File: src/core/pupc_pkg.sv
// Constants and types shared by the profile, update and power-down control block
package pupc_pkg;

	localparam int PUPC_NPROF = 8;
	localparam int PUPC_PROFW = 3;
	localparam int PUPC_ADDRW = 10;
	localparam int PUPC_STEPW = 16;
	localparam int PUPC_RATEW = 32;
	localparam int PUPC_MODEW = 3;
	localparam int PUPC_PDW = 4;

	// Power-down bit positions
	localparam int PUPC_PD_DIGITAL = 0;
	localparam int PUPC_PD_DAC = 1;
	localparam int PUPC_PD_AUX = 2;
	localparam int PUPC_PD_REFCLK = 3;

	// RAM operating mode code for continuous recirculate
	localparam logic [2:0] PUPC_MODE_RECIRC = 3'h4;

	// Reset values, and the largest rate word that holds the strobe static
	localparam logic [1:0] PUPC_RATE_CTRL_RST = 2'h0;
	localparam logic [31:0] PUPC_RATE_WORD_RST = 32'h0000FFFF;
	localparam logic [31:0] PUPC_RATE_STATIC_MAX = 32'h00000003;

	// Timing, all in core clock cycles
	localparam logic [6:0] PUPC_PULSE_BASE = 7'h0C;
	localparam logic [4:0] PUPC_PRESCALE_BASE = 5'h04;
	localparam logic [1:0] PUPC_SWEEP_CYCLES = 2'h2;
	localparam logic [1:0] PUPC_SYNC_FIRE_PHASE = 2'h1;

	typedef enum logic [1:0] {
		PUPC_SEQ_IDLE = 2'b00,
		PUPC_SEQ_RUN = 2'b01,
		PUPC_SEQ_END = 2'b11
	} pupc_seq_t;

endpackage

File: src/core/pupc_sync.sv
// Two-flop synchroniser for pin levels entering the core clock domain
`timescale 1ns/10ps
module pupc_sync #(
	parameter int W = 1
) (
	// Clock and reset
	input wire logic mclk,
	input wire logic sys_rst,
	// Data
	input wire logic [W-1:0] din,
	output logic [W-1:0] dout
);
	logic [W-1:0] meta;

	always_ff @(posedge mclk or posedge sys_rst)
	begin
		if (sys_rst)
		begin
			meta <= '0;
			dout <= '0;
		end
		else
		begin
			meta <= din;
			dout <= meta;
		end
	end
endmodule // pupc_sync

File: src/core/pupc_ctrl.sv
// Profile select, parameter update, recirculate sequencer and power-down control
`timescale 1ns/10ps
module pupc_ctrl (
	// Clock and reset
	input wire logic mclk,
	input wire logic sys_rst,
	// Profile and update pins
	input wire logic [pupc_pkg::PUPC_PROFW-1:0] profilePin,
	input wire logic updateStrobeIn,
	output logic updateStrobeOut,
	output logic updateStrobeOe,
	output logic syncClk,
	// Buffered control write from the serial port
	input wire logic ctlWrEn,
	input wire logic ctlWrRamEnable,
	input wire logic [pupc_pkg::PUPC_MODEW-1:0] ctlWrRamMode,
	input wire logic ctlWrNoDwellHigh,
	input wire logic ctlWrIntUpdate,
	input wire logic [1:0] ctlWrRateCtrl,
	input wire logic [pupc_pkg::PUPC_RATEW-1:0] ctlWrRateWord,
	input wire logic [pupc_pkg::PUPC_PDW-1:0] ctlWrPowerDown,
	input wire logic ctlWrExtPdFast,
	// Buffered profile write from the serial port
	input wire logic profWrEn,
	input wire logic [pupc_pkg::PUPC_PROFW-1:0] profWrIndex,
	input wire logic [pupc_pkg::PUPC_ADDRW-1:0] profWrStart,
	input wire logic [pupc_pkg::PUPC_ADDRW-1:0] profWrEnd,
	input wire logic [pupc_pkg::PUPC_STEPW-1:0] profWrStep,
	// Power-down pin
	input wire logic external_powerdown_pin,
	// Active state
	output logic [pupc_pkg::PUPC_PROFW-1:0] activeProfile,
	output logic singleToneFormat,
	output logic noDwellHighEff,
	output logic [pupc_pkg::PUPC_ADDRW-1:0] ramAddr,
	output logic sweep_over_flag,
	output logic transferPulse,
	// Power-down outputs
	output logic pdDigital,
	output logic pdDac,
	output logic pdAux,
	output logic pdRefclk,
	output logic keepBiasPll
);
	import pupc_pkg::*;

	// ------------------------------------------------------------
	// Declarations
	// ------------------------------------------------------------
	logic [PUPC_PROFW-1:0] profSync;
	logic [PUPC_PROFW-1:0] profPrev;
	logic strobeSync;
	logic strobePrev;
	logic [1:0] divCnt;
	logic xferPending;
	logic xferNow;
	logic profChange;
	logic extRise;
	logic intUpdate;
	logic coreDown;
	logic wrAllowed;

	logic bufRamEnable;
	logic [PUPC_MODEW-1:0] bufRamMode;
	logic bufNoDwell;
	logic bufIntUpdate;
	logic [1:0] bufRateCtrl;
	logic [PUPC_RATEW-1:0] bufRateWord;
	logic actRamEnable;
	logic [PUPC_MODEW-1:0] actRamMode;
	logic actNoDwell;
	logic actIntUpdate;
	logic [1:0] actRateCtrl;
	logic [PUPC_RATEW-1:0] actRateWord;
	logic [PUPC_PDW-1:0] pdBits;
	logic extPdFast;

	logic [PUPC_ADDRW-1:0] actStart [PUPC_NPROF];
	logic [PUPC_ADDRW-1:0] actEnd [PUPC_NPROF];
	logic [PUPC_STEPW-1:0] actStep [PUPC_NPROF];

	logic [4:0] preCnt;
	logic [PUPC_RATEW-1:0] rateCnt;
	logic [6:0] pulseCnt;
	logic rateStatic;

	pupc_seq_t seqState;
	logic [PUPC_STEPW-1:0] stepCnt;
	logic [1:0] sweepCnt;
	logic recirc;
	logic stepExpire;
	logic [PUPC_ADDRW-1:0] selStart;
	logic [PUPC_ADDRW-1:0] selEnd;
	logic [PUPC_STEPW-1:0] selStep;

	// ------------------------------------------------------------
	// Pin synchronisers and edge detect
	// ------------------------------------------------------------
	pupc_sync #(.W(PUPC_PROFW + 1)) u_pinSync (
		.mclk(mclk),
		.sys_rst(sys_rst),
		.din({profilePin, updateStrobeIn}),
		.dout({profSync, strobeSync})
	);

	always_ff @(posedge mclk or posedge sys_rst)
	begin
		if (sys_rst)
		begin
			profPrev <= '0;
			strobePrev <= 1'b0;
		end
		else
		begin
			profPrev <= profSync;
			strobePrev <= strobeSync;
		end
	end

	// The pin is ours while the internal timer drives it, so its echo is not an update
	assign extRise = strobeSync & ~strobePrev & ~actIntUpdate;
	assign profChange = (profSync != profPrev);

	// ------------------------------------------------------------
	// Sync clock divider
	// ------------------------------------------------------------
	always_ff @(posedge mclk or posedge sys_rst)
	begin
		if (sys_rst)
		begin
			divCnt <= 2'h0;
			syncClk <= 1'b0;
		end
		else
		begin
			divCnt <= divCnt + 2'h1;
			syncClk <= divCnt[1];
		end
	end

	// ------------------------------------------------------------
	// Transfer timing
	// ------------------------------------------------------------
	// Transfers are released only at one divider phase so latency is fixed to
	// the sync clock; an unaligned strobe waits up to one sync period.
	assign xferNow = (xferPending | extRise | profChange | intUpdate)
		& (divCnt == PUPC_SYNC_FIRE_PHASE);

	always_ff @(posedge mclk or posedge sys_rst)
	begin
		if (sys_rst)
		begin
			xferPending <= 1'b0;
			transferPulse <= 1'b0;
		end
		else
		begin
			if (extRise | profChange | intUpdate)
				xferPending <= ~xferNow;
			else if (xferNow)
				xferPending <= 1'b0;
			transferPulse <= xferNow;
		end
	end

	// ------------------------------------------------------------
	// Serial buffer writes and power-down
	// ------------------------------------------------------------
	assign coreDown = pdDigital;
	// A write that clears the digital bit must get through or the core never wakes
	assign wrAllowed = ~coreDown | ~ctlWrPowerDown[PUPC_PD_DIGITAL];

	always_ff @(posedge mclk or posedge sys_rst)
	begin
		if (sys_rst)
		begin
			bufRamEnable <= 1'b0;
			bufRamMode <= '0;
			bufNoDwell <= 1'b0;
			bufIntUpdate <= 1'b0;
			bufRateCtrl <= PUPC_RATE_CTRL_RST;
			bufRateWord <= PUPC_RATE_WORD_RST;
			pdBits <= '0;
			extPdFast <= 1'b0;
		end
		else if (ctlWrEn & wrAllowed)
		begin
			pdBits <= ctlWrPowerDown;
			extPdFast <= ctlWrExtPdFast;
			if (~coreDown)
			begin
				bufRamEnable <= ctlWrRamEnable;
				bufRamMode <= ctlWrRamMode;
				bufNoDwell <= ctlWrNoDwellHigh;
				bufIntUpdate <= ctlWrIntUpdate;
				bufRateCtrl <= ctlWrRateCtrl;
				bufRateWord <= ctlWrRateWord;
			end
		end
	end

	always_ff @(posedge mclk or posedge sys_rst)
	begin
		if (sys_rst)
		begin
			pdDigital <= 1'b0;
			pdDac <= 1'b0;
			pdAux <= 1'b0;
			pdRefclk <= 1'b0;
			keepBiasPll <= 1'b0;
		end
		else
		begin
			pdDigital <= external_powerdown_pin | pdBits[PUPC_PD_DIGITAL];
			pdDac <= external_powerdown_pin | pdBits[PUPC_PD_DAC];
			pdAux <= external_powerdown_pin | pdBits[PUPC_PD_AUX];
			pdRefclk <= external_powerdown_pin | pdBits[PUPC_PD_REFCLK];
			keepBiasPll <= external_powerdown_pin & extPdFast;
		end
	end

	// ------------------------------------------------------------
	// Active registers
	// ------------------------------------------------------------
	always_ff @(posedge mclk or posedge sys_rst)
	begin
		if (sys_rst)
		begin
			actRamEnable <= 1'b0;
			actRamMode <= '0;
			actNoDwell <= 1'b0;
			actIntUpdate <= 1'b0;
			actRateCtrl <= PUPC_RATE_CTRL_RST;
			actRateWord <= PUPC_RATE_WORD_RST;
			activeProfile <= '0;
		end
		else if (xferNow)
		begin
			actRamEnable <= bufRamEnable;
			actRamMode <= bufRamMode;
			actNoDwell <= bufNoDwell;
			actIntUpdate <= bufIntUpdate;
			actRateCtrl <= bufRateCtrl;
			actRateWord <= bufRateWord;
			activeProfile <= profSync;
		end
	end

	// Profile sets: written through the buffer path, one entry per generate pass
	for (genvar p = 0; p < PUPC_NPROF; p++)
	begin : g_prof
		logic [PUPC_ADDRW-1:0] bStart;
		logic [PUPC_ADDRW-1:0] bEnd;
		logic [PUPC_STEPW-1:0] bStep;
		always_ff @(posedge mclk or posedge sys_rst)
		begin
			if (sys_rst)
			begin
				bStart <= '0;
				bEnd <= '0;
				bStep <= '0;
			end
			else if (profWrEn & ~coreDown & (profWrIndex == PUPC_PROFW'(p)))
			begin
				bStart <= profWrStart;
				bEnd <= profWrEnd;
				bStep <= profWrStep;
			end
		end
		always_ff @(posedge mclk or posedge sys_rst)
		begin
			if (sys_rst)
			begin
				actStart[p] <= '0;
				actEnd[p] <= '0;
				actStep[p] <= '0;
			end
			else if (xferNow)
			begin
				actStart[p] <= bStart;
				actEnd[p] <= bEnd;
				actStep[p] <= bStep;
			end
		end
	end

	always_ff @(posedge mclk or posedge sys_rst)
	begin
		if (sys_rst)
		begin
			singleToneFormat <= 1'b1;
			noDwellHighEff <= 1'b0;
		end
		else
		begin
			singleToneFormat <= ~actRamEnable;
			noDwellHighEff <= actNoDwell & ~recirc;
		end
	end

	// ------------------------------------------------------------
	// Automatic update timer
	// ------------------------------------------------------------
	assign rateStatic = (actRateWord <= PUPC_RATE_STATIC_MAX);
	assign intUpdate = actIntUpdate & ~rateStatic & (preCnt == 5'h00)
		& (rateCnt == actRateWord - 32'h1);

	always_ff @(posedge mclk or posedge sys_rst)
	begin
		if (sys_rst)
		begin
			preCnt <= 5'h00;
			rateCnt <= '0;
		end
		else if (~actIntUpdate | rateStatic)
		begin
			preCnt <= 5'h00;
			rateCnt <= '0;
		end
		else
		begin
			// Quarter-rate clock divided by 1, 2, 4 or 8 ticks the range counter
			if (preCnt == (PUPC_PRESCALE_BASE << actRateCtrl) - 5'h01)
				preCnt <= 5'h00;
			else
				preCnt <= preCnt + 5'h01;
			if (preCnt == 5'h00)
				rateCnt <= intUpdate ? '0 : rateCnt + 32'h1;
		end
	end

	always_ff @(posedge mclk or posedge sys_rst)
	begin
		if (sys_rst)
		begin
			pulseCnt <= 7'h00;
			updateStrobeOut <= 1'b0;
			updateStrobeOe <= 1'b0;
		end
		else
		begin
			updateStrobeOe <= actIntUpdate;
			if (intUpdate)
				pulseCnt <= PUPC_PULSE_BASE << actRateCtrl;
			else if (pulseCnt != 7'h00)
				pulseCnt <= pulseCnt - 7'h01;
			updateStrobeOut <= actIntUpdate & (rateStatic | intUpdate | (pulseCnt > 7'h01));
		end
	end

	// ------------------------------------------------------------
	// Continuous recirculate sequencer
	// ------------------------------------------------------------
	assign recirc = actRamEnable & (actRamMode == PUPC_MODE_RECIRC);
	assign selStart = actStart[activeProfile];
	assign selEnd = actEnd[activeProfile];
	assign selStep = actStep[activeProfile];
	// A zero step rate is treated as one cycle so the sequencer never stalls
	assign stepExpire = (stepCnt + 16'h1 >= selStep);

	always_ff @(posedge mclk or posedge sys_rst)
	begin
		if (sys_rst)
		begin
			seqState <= PUPC_SEQ_IDLE;
			ramAddr <= '0;
			stepCnt <= '0;
		end
		else if (transferPulse)
		begin
			seqState <= recirc ? PUPC_SEQ_RUN : PUPC_SEQ_IDLE;
			ramAddr <= selStart;
			stepCnt <= '0;
		end
		else
		begin
			case (seqState)
				PUPC_SEQ_IDLE:
				begin
					stepCnt <= '0;
				end
				PUPC_SEQ_RUN:
				begin
					stepCnt <= stepExpire ? '0 : stepCnt + 16'h1;
					if (ramAddr == selEnd)
						seqState <= PUPC_SEQ_END;
					else if (stepExpire)
						ramAddr <= ramAddr + 10'h1;
				end
				PUPC_SEQ_END:
				begin
					stepCnt <= stepExpire ? '0 : stepCnt + 16'h1;
					if (stepExpire)
					begin
						ramAddr <= selStart;
						seqState <= PUPC_SEQ_RUN;
					end
				end
				default:
				begin
					seqState <= PUPC_SEQ_IDLE;
				end
			endcase
		end
	end

	always_ff @(posedge mclk or posedge sys_rst)
	begin
		if (sys_rst)
		begin
			sweepCnt <= 2'h0;
			sweep_over_flag <= 1'b0;
		end
		else if (transferPulse)
		begin
			sweepCnt <= 2'h0;
			sweep_over_flag <= 1'b0;
		end
		else
		begin
			if (seqState == PUPC_SEQ_RUN && ramAddr == selEnd)
				sweepCnt <= PUPC_SWEEP_CYCLES;
			else if (sweepCnt != 2'h0)
				sweepCnt <= sweepCnt - 2'h1;
			sweep_over_flag <= (seqState == PUPC_SEQ_RUN && ramAddr == selEnd) | (sweepCnt > 2'h1);
		end
	end

endmodule // pupc_ctrl

File: config.mk
export PLATFORM = sky130hd
export DESIGN_NAME = pupc_ctrl
export DESIGN_NICKNAME = d
export VERILOG_FILES = /design/src/core/pupc_pkg.sv /design/src/core/pupc_sync.sv /design/src/core/pupc_ctrl.sv
export SDC_FILE = /design/constraint.sdc
export NUM_CORES = 1
export LEC_CHECK = 0
export BUFFER_PORTS_ARGS = -buffer_cell sky130_fd_sc_hd__clkbuf_2
export CORE_MARGIN = 2
export CORE_UTILIZATION = 55
export CTS_BUF_LIST = sky130_fd_sc_hd__clkbuf_8
export DETAILED_ROUTE_END_ITERATION = 7
export PLACE_DENSITY = 0.72
export SYNTH_ARGS = -nofsm -noshare
export SYNTH_HDL_FRONTEND = slang
export SYNTH_SLANG_ARGS = --single-unit
File: constraint.sdc
create_clock -name mclk -period 25.8 [get_ports mclk]
set_input_delay 0 -clock mclk [delete_from_list [all_inputs] [get_ports mclk]]
set_output_delay 0 -clock mclk [all_outputs]
set_load 0.005 [all_outputs]
==> results of run 1 <==
[worst max-delay path by stage]
stage,start,end,slack (ns),cells after the start
final,actRateWord[18],actStep[101],19.89,10
after floorplan,sys_rst,actEnd[0],4.38,1
after global placement,actRateWord[18],actStep[83],20.21,10
after CTS,actRateWord[18],actStep[51],19.90,10
after global routing,actRateWord[18],actStep[116],19.45,10
after detailed placement,actRateWord[18],actStep[21],19.94,10
[metal layers]
layer / up-vias / track usage, % / wire length (um)
li1: 9087 / - / -
met1: 10600 / 31.8 / 31900
met2: 436 / 40.2 / 36200
met3: 137 / 4.03 / 3000
met4: 0 / 7.07 / 1700
met5: - / 0 / 0
[layout by cell type, fill, tap and decap left out, drive strengths merged, types with 15 or more instances in the layout]
| cell | Yosys | routed |
|---|---|---|
| inv | 33 | 74 |
| a21oi | 22 | 22 |
| nand3 | 42 | 42 |
| o21ai | 32 | 32 |
| xnor2 | 51 | 51 |
| nand4 | 15 | 15 |
| clkinv | 1 | 18 |
| buf | 55 | 25 |
| mux4 | 72 | 72 |
| ha | 30 | 30 |
| nor2 | 55 | 55 |
| dlygate4sd3 | 0 | 107 |
| dfstp | 33 | 33 |
| and3 | 16 | 16 |
| nand2 | 98 | 98 |
| mux2i | 36 | 36 |
| xor2 | 22 | 22 |
| mux2 | 669 | 669 |
| or3 | 15 | 15 |
| dfrtp | 732 | 732 |
| nor3 | 41 | 41 |
| nor4 | 27 | 27 |
| clkbuf | 76 | 272 |
[worst max-delay path, delay by kind of cell (launching register included)]
kind | cells | cell delay, ns
AND/OR/NAND/NOR | 5 | 2.03
buffers and inverters | 2 | 1.64
AO/OA/AOI/OAI | 2 | 1.13
flip-flops | 1 | 0.43
multiplexers | 1 | 0.40
[where the power goes]
| part | leakage (nW) | total [mW] | internal [mW] | switching, mW |
|---|---|---|---|---|
| Clock | 1.47 | 1.07 | 0.588 | 0.481 |
| Sequential | 9.53 | 1.68 | 1.50 | 0.179 |
| Combinational | 6.27 | 0.563 | 0.326 | 0.236 |
[final cells by class]
cell class | instances | area (sq um)
Fill cell | 4411 | 21900
Inverter | 34 | 135
Clock inverter | 66 | 435
Sequential cell | 765 | 19200
Tap cell | 782 | 978
Clock buffer | 155 | 2130
Timing Repair Buffer | 249 | 1870
Antenna cell | 4 | 10.0
Multi-Input combinational cell | 1425 | 13700
[flip-flops by register name, summed over array words and instances, names as in the netlist, 7 cells and up]
signal / cells
actStep: 128
g_prof.bStep: 128
actEnd: 80
actStart: 80
g_prof.bEnd: 80
g_prof.bStart: 80
actRateWord: 32
bufRateWord: 32
rateCnt: 32
stepCnt: 16
ramAddr: 10
pulseCnt: 7
[kinds of logic (layout without fill, tap and decap cells)]
kind of cell | count (synthesis) | in the layout | share of synthesized area [%]
other cells | 0 | 4 | 0
flops | 765 | 765 | 57.1
fa+ha+maj | 30 | 30 | 1.12
simple gates | 390 | 390 | 6.14
compound gates | 155 | 155 | 3.25
xor+xnor | 73 | 73 | 1.90
buf+inv | 165 | 504 | 2.11
mux | 777 | 777 | 28.3
==> flow_summary.toml, run 1 <==
[clock_network]
ctsRootBufferMaster = "clkbuf_8"
clock_insertion_delay_worst_skew_ns = 0.73
clock_tree_from_tritoncts = "yes"
cts_post_setup_buffers_inserted = 0
cts_made_buffers = 119
cts.sinks = 765
cts_resized = 0
clock_path_buffers = 3
holdBufCountCts = 107
cts_htree_levels = 3
cts.reportedPaths.clkPinSlew_ns = 0.07

[status]
outcome = "completed"

[pwr]
post-layout-total-power_mw = 3.31
ir_worst_vdd_mv = 0.0524
power_density_mw_per_mm2 = 86.0
total_leakage_power_nw = 17.3

[worst_setup_path]
crit-reg2reg-launch = "actRateWord[18]"
critical-path-top-cell-by-count = "buf_4"
timing.critical_path.to_type = "flip-flop"
worst_ep_required_time_ns = 26.38
critPathLaunchType = "flip-flop"
timing.rr.end = "actStep[101]"
maximum_cell_stage_delay_along_the_critical_path_ns = 1.03
cp_max_fo = 88
timing.reg2reg.setup_slack_ns = 19.89
worstPathArrival_ns = 6.49
ff2ff_path_depth = 10
criticalPathCategory = "flip-flop to flip-flop"
timing.critical_path.slowest_stage_cell = "buf_4"
cp_cell_sequence = "nor4_1, nand4_1, o41ai_1, or2_2, or4_1, nor4_4, o21ai_4, buf_4, buf_4, mux2_1"

[sta]
setup-violations-final = 0
timing.max_slew.rel_slack_pct = 15.4
timing.clock.skew_ns = 0.0355
worstMarginPinSlew_ns = 1.26
drv_slew = 0
rsz0062_at_grt = "false"
final.setup.tns_ns = 0
post-route-worst-setup-slack_ns = 19.89
final_hold_viol_count = 0
period_minus_slack_ns = 5.91
min_period_over_period_pct = 22.9
whs_ns = 0.00183
fmax_mhz = 169

[placement]
port-buffer-count = 117
detailedPlacementHpwl_mm = 42.4
place_area_sq_mm = 0.0348
finalWeightedCongestion = 0.847
dp_worst_setup_slack_ns = 19.94
place.detailed.instances = 3148

[routing]
num_vias = 20300
totalWireLength_mm = 72.8
routed_via_density = 5.83
wl_per_cell_um = 20.9
post-route-drc-count = 0
antenna_violating_nets_post_route = 0
drtPass1Iterations = 7
drt_first_iter_violations = 1460

[global_routing]
grt_pass1_wl_mm = 119
first_global_vias = 22000
grt_antenna_before_repair = 4
grt_start_max_net_pins = 194
global_route.usage.total_pct = 23.8
grt-ovfl-total = 0

[worst_hold_path]
hp-class = "input pin to async pin"

[logic_synthesis]
yosysWarningCount = 0
yosysUniqueCellTypes = 76
cell_area_after_synthesis_sq_mm = 0.0336
synth-edff-count = 0
synth.ff_latch_count = 765
synth_top_cell_by_area = "dfrtp_1"
synth_commonest_cells = "732 x dfrtp_1, 390 x mux2_2, 279 x mux2_1, 98 x nand2_1, 76 x clkbuf_1"
share_of_the_yosys_chip_area_belonging_to_registers_pct = 57.1
synth_area_leaders = "dfrtp_1 55%, mux2_2 13%, mux2_1 9.4%"
ys_async_sr_fraction_pct = 100
post_synth.cell_area_avg_sq_um = 14.3
syn-instance-count = 2355
yosys.area.top_type_share_pct = 54.6
syn_nets = 2478
synthMostInstantiatedCell = "dfrtp_1"
yosys_most_used_dff = "dfrtp_1"

[floorplan]
fp.dieW_um = 251
rows = 90
die_height_um = 251
num_io_pins = 118
start_util_pct = 55.6
core_area_sq_mm = 0.0604
die_area_sq_mm = 0.0630

[flow_run]
cap_viol_max_count = 0

[finish]
final_cell_count_no_fill = 3480
post_route_cells_drive_above_1_share_pct = 31.7
post-route-util_pct = 63.8
layout.cell_area.non_filler_sq_mm = 0.0385
nets = 2717
area_delta_synth_final_pct = 14.6
Power figures use the tool's default switching activity.
==> run 2, diff against run 1 <==
Settings changed: PLACE_DENSITY 0.72 to 0.75.
Clock period 25.8 ns to 4.9 ns, I/O delays scaled along.
==> run 2 against run 1 <==
  * Clock-buffer cell count up 1
  * Worst setup slack got worse by 20 ns
  * Critical path depth did not move
  * Total power increased to 5.2 times the previous value
  * Combinational power rose to 5.4 times the previous value
  * Maximum frequency is 31% higher
  * Flip-flop and latch count is the same
  * First-iteration DRC count is 7.7% lower
  * Cell area rose by 1.2%
  * Register-to-register slack got worse by 20 ns
  * Die area stayed put
  * Sequential power grew to 5.3 times the previous value
  * Largest cell class unchanged
  * Largest power group unchanged
  * Highest routed layer is now met5
==> flow_summary.toml, run 2 (synthesized netlist as in run 1, its figures left out) <==
[status]
outcome = "completed"

[worst_setup_path]
timing.critical_path.slowest_stage_cell = "o21ai_4"
cp_cell_sequence = "or4_4, or3_1, o41ai_1, buf_4, or2_2, or4_1, nor4_4, o21ai_4, buf_4, mux2_2"
critPathLaunchType = "flip-flop"
maximum_cell_stage_delay_along_the_critical_path_ns = 0.64
worstPathArrival_ns = 5.15
cp_max_fo = 40
criticalPathCategory = "flip-flop to flip-flop"
critical-path-top-cell-by-count = "buf_4"
critical-path-top-delay-family = "simple AND/OR/NAND/NOR gates"
worst_ep_required_time_ns = 5.53
timing.critical_path.to_type = "flip-flop"
cp_num_buf_inv = 2

[floorplan]
num_io_pins = 118
die_height_um = 251
fp.dieW_um = 251
die_area_sq_mm = 0.0630
rows = 90
core_area_sq_mm = 0.0604
start_util_pct = 55.6

[clock_network]
clock_path_buffers = 3
cts.sinks = 765
cts_htree_levels = 3
cts_post_setup_buffers_inserted = 0
ctsRootBufferMaster = "clkbuf_8"
clock_insertion_delay_worst_skew_ns = 0.75
cts_made_buffers = 118
holdBufCountCts = 141
cts.reportedPaths.clkPinSlew_ns = 0.06
clock_tree_from_tritoncts = "yes"
cts_resized = 0

[finish]
nets = 2769
area_of_the_multi_input_gates_sq_mm = 0.0137
area_delta_synth_final_pct = 16.1
final_common_cell = "dfrtp_1"
post-route-util_pct = 64.6
post_route_cells_drive_above_1_share_pct = 31.8
regArea_sq_mm = 0.0192
most_used_cells_in_the_layout_excluding_fill_and_tap_cells = "729 x dfrtp_1, 390 x mux2_2, 279 x mux2_1"
final_cell_count_no_fill = 3523
largest_registers = "actStep (128), g_prof.bStep (128)"
layout.filler_cells = 4215

[sta]
final.setup.tns_ns = 0
final_hold_viol_count = 0
drv_slew = 0
rsz0062_at_grt = "false"
fmax_mhz = 221
min_period_over_period_pct = 92.2
timing.max_slew.rel_slack_pct = 18.5
whs_ns = 0.0699
period_minus_slack_ns = 4.52
setup-violations-final = 0
timing.clock.skew_ns = 0.0400
worstMarginPinSlew_ns = 1.22

[global_routing]
first_global_vias = 22100
grt_start_max_net_pins = 183
grt_antenna_before_repair = 4
grt-ovfl-total = 0
global_route.usage.total_pct = 23.7
grt_pass1_wl_mm = 119

[placement]
place.detailed.instances = 3167
port-buffer-count = 117
finalWeightedCongestion = 0.859
detailedPlacementHpwl_mm = 43.5

[pwr]
power_density_mw_per_mm2 = 443
total_leakage_power_nw = 17.5
ir_worst_vdd_mv = 0.303

[routing]
drt_first_iter_violations = 1348
antenna_violating_nets_post_route = 0
post-route-drc-count = 0
drtPass1Iterations = 5
num_vias = 20400
wl_per_cell_um = 20.6
totalWireLength_mm = 72.6
routed_via_density = 5.79

[flow_run]
cap_viol_max_count = 0

[worst_hold_path]
hp-class = "input pin to flip-flop"
-- run 2: per-layer routing --
| metal | part of all wire, % | global-route usage [%] |
|---|---|---|
| met1 | 45 | 32.2 |
| met2 | 48 | 39.3 |
| met3 | 4.7 | 4.39 |
| met4 | 2.4 | 7.04 |
| met5 | 0.015 | 0 |
-- run 2: worst reg2reg max path, delay by kind of cell, from the launching register on --
kind / cells / cell delay, ns
buffers and inverters: 2 / 0.81
AOI/OAI and AO/OA: 2 / 1.13
DFF: 1 / 0.42
and+or+nand+nor: 5 / 1.60
muxes: 1 / 0.43
-- run 2: path summary, 6_finish.rpt --
check / end / startpoint / slack [ns] / cells past startpoint
max in group asynchronous: actStep[78] / sys_rst / 3.17 / 5
worst min register to register: u_pinSync.dout[1] / u_pinSync.meta[1] / 0.36 / 0
worst max-delay path: actRateWord[20] / actRateWord[22] / 0.38 / 10
worst min-delay path: bufRateWord[5] / ctlWrRateWord[5] / 0.07 / 3
worst max register to register: actRateWord[20] / actRateWord[22] / 0.38 / 10
min in group asynchronous: actStart[72] / sys_rst / 0.44 / 4
-- run 2: final cells by class --
class / count / share of cell area (%)
diodes: 2 / 0.0128
clock buffers: 156 / 5.51
clock inverters: 57 / 0.832
inverters: 34 / 0.337
multi-input cells: 1425 / 35.2
flip-flops and latches: 765 / 49.3
well taps: 782 / 2.51
repair buffers: 302 / 6.29
-- run 2: power breakdown --
part	total (mW)	internal [mW]	switching, mW	leakage, nW
clock network	5.42	2.94	2.47	1.41
logic	3.02	1.75	1.27	6.53
registers	8.83	7.90	0.932	9.53
total	17.3	12.6	4.67	17.5
-- run 2: through the flow --
stage | worst slack (ns) | cell area, sq um | power [mW]
3_3_place_gp | 0.480 | 35100 | 11.6
5_1_grt | 0.126 | 39000 | 18.2
2_1_floorplan | -5.56 | 33600 | 10.9
3_5_place_dp | 0.402 | 35100 | 11.9
4_1_cts | 0.353 | 39000 | 17.4
6_report | 0.382 | 39000 | 17.3
==> run 3, diff against run 2 <==
Settings changed: CELL_PAD_IN_SITES_DETAIL_PLACEMENT set to 1, CELL_PAD_IN_SITES_GLOBAL_PLACEMENT set to 2, CORE_UTILIZATION 55 to 42, PLACE_DENSITY 0.75 to unset, PLACE_DENSITY_LB_ADDON set to 0.1.
==> run 3 against run 2 <==
  * Global-route usage is 2.7 points lower
  * Non-clock buffer count is 12 higher
  * Clock power is 11% higher
  * Wire length is 15% higher
  * Cell area is 2.0% higher
  * Worst hold slack worse by 0.0074 ns
  * Final cell count is 9.1% higher
  * Combinational power is 2% higher
  * Die area is 30% higher
  * Utilization is 14 points lower
  * Total power is 3.8% higher
  * Clock skew is 0.0035 ns higher
==> flow_summary.toml, run 3 (synthesized netlist as in run 1, its figures left out) <==
[worst_hold_path]
holdCritStartpoint = "profWrEn"
worstHoldPathCells = 4
hp-class = "input pin to flip-flop"
timing.hold.worst_endpoint = "g_prof[7].bStart[6]"

[floorplan]
die_area_sq_mm = 0.0822
core_area_sq_mm = 0.0791
die_height_um = 287
rows = 103
start_util_pct = 42.4
fp.dieW_um = 287
num_io_pins = 118

[finish]
post_route_cells_drive_above_1_share_pct = 32.5
largest_registers = "actStep (128), g_prof.bStep (128)"
post-route-util_pct = 50.2
final_common_cell = "dfrtp_1"
area_delta_synth_final_pct = 18.4
nets = 2800
layout.filler_cells = 7848
most_used_cells_in_the_layout_excluding_fill_and_tap_cells = "729 x dfrtp_1, 390 x mux2_2, 279 x mux2_1"

[sta]
final_hold_viol_count = 0
timing.clock.skew_ns = 0.0435
final.setup.tns_ns = 0
setup-violations-final = 0
period_minus_slack_ns = 4.38
min_period_over_period_pct = 89.5
fmax_mhz = 228
worstMarginPinSlew_ns = 1.21
timing.max_slew.rel_slack_pct = 19.0
drv_slew = 0
rsz0062_at_grt = "false"

[global_routing]
global_route.usage.total_pct = 21.0
grt_antenna_before_repair = 6
grt-ovfl-total = 0
grt_pass1_wl_mm = 135
first_global_vias = 23300
grt_start_max_net_pins = 139

[routing]
num_vias = 20700
totalWireLength_mm = 83.4
drt_first_iter_violations = 895
drtPass1Iterations = 4
routed_via_density = 5.38
post-route-drc-count = 0
antenna_violating_nets_post_route = 0
wl_per_cell_um = 21.7

[clock_network]
cts_post_setup_buffers_inserted = 0
cts_made_buffers = 137
ctsRootBufferMaster = "clkbuf_8"
holdBufCountCts = 144
cts.reportedPaths.clkPinSlew_ns = 0.06
cts.sinks = 765
clock_path_buffers = 3
clock_tree_from_tritoncts = "yes"
cts_resized = 0
cts_htree_levels = 4
clock_insertion_delay_worst_skew_ns = 0.79

[pwr]
power_density_mw_per_mm2 = 451
ir_worst_vdd_mv = 0.241
total_leakage_power_nw = 17.7
post-layout-total-power_mw = 17.9

[worst_setup_path]
timing.critical_path.to_type = "flip-flop"
critPathLaunchType = "flip-flop"
cp_cell_sequence = "or4_4, or4_1, nor3_1, mux2_2, or4b_1, nor4_4, o21ai_4, buf_12, mux2_1"
crit-reg2reg-launch = "actRateWord[21]"
critical-path-top-delay-family = "simple AND/OR/NAND/NOR gates"
cp_max_fo = 95
maximum_cell_stage_delay_along_the_critical_path_ns = 0.60
ff2ff_path_depth = 9
worst_ep_required_time_ns = 5.54
timing.reg2reg.setup_slack_ns = 0.52
cp_num_buf_inv = 1
timing.critical_path.slowest_stage_cell = "or4_1"
worstPathArrival_ns = 5.02
criticalPathCategory = "flip-flop to flip-flop"
timing.rr.end = "actStart[1]"

[placement]
port-buffer-count = 117
detailedPlacementHpwl_mm = 50.8
finalWeightedCongestion = 0.790

[status]
outcome = "completed"

[flow_run]
cap_viol_max_count = 0
[run 3: how the worst max path moves through the flow]
stage | endpoint | depth (start not counted) | start | slack [ns]
detailed placement | actEnd[18] | 9 | actRateWord[23] | 0.55
global placement | actEnd[39] | 9 | actRateWord[15] | 0.61
floorplan | actEnd[0] | 1 | sys_rst | -5.56
global route | ramAddr[7] | 14 | activeProfile[0] | 0.38
CTS | actEnd[1] | 9 | actRateWord[21] | 0.52
finish | actStart[1] | 9 | actRateWord[21] | 0.52
[run 3: stage by stage]
step / std cells / area, sq um / hold WS (ns) / setup slack (ns)
after CTS: 3839 / 39700 / 0.00344 / 0.520
after global placement: 3444 / 35500 / 0.113 / 0.605
after global routing: 3842 / 39700 / 0.0330 / 0.378
final: 3842 / 39700 / 0.0625 / 0.516
after floorplan: 2355 / 33600 / 0.0314 / -5.56
after detailed placement: 3444 / 35500 / 0.111 / 0.548
[run 3: report_power, final]
part	total (mW)	switching, mW	leakage [nW]	internal, mW
sequential	8.86	0.965	9.53	7.90
combinational	3.07	1.30	6.58	1.77
clock	5.99	2.70	1.63	3.29
[run 3: worst reg2reg max path, stage by stage, from the launching register on]
cell and delay, ns:
dfrtp_1 0.45, or4_4 0.55, or4_1 0.60, nor3_1 0.31, mux2_2 0.37, or4b_1 0.59, nor4_4 0.33, o21ai_4 0.24
buf_12 0.32, mux2_1 0.50
[run 3: area by class of cell]
cell class	instances	area [sq um]	share of cell area, %
well taps	1050	1310	3.31
diodes	3	7.51	0.0189
clock inverters	76	405	1.02
multi-input cells	1425	13700	34.6
inverters	34	131	0.331
flip-flops and latches	765	19200	48.3
repair buffers	314	2550	6.42
clock buffers	175	2410	6.06
[run 3: metal layers]
layer,wire [um],track usage (%)
met2,40800,35.0
met4,1670,6.42
met3,2750,3.94
met5,21,0
met1,38100,28.0
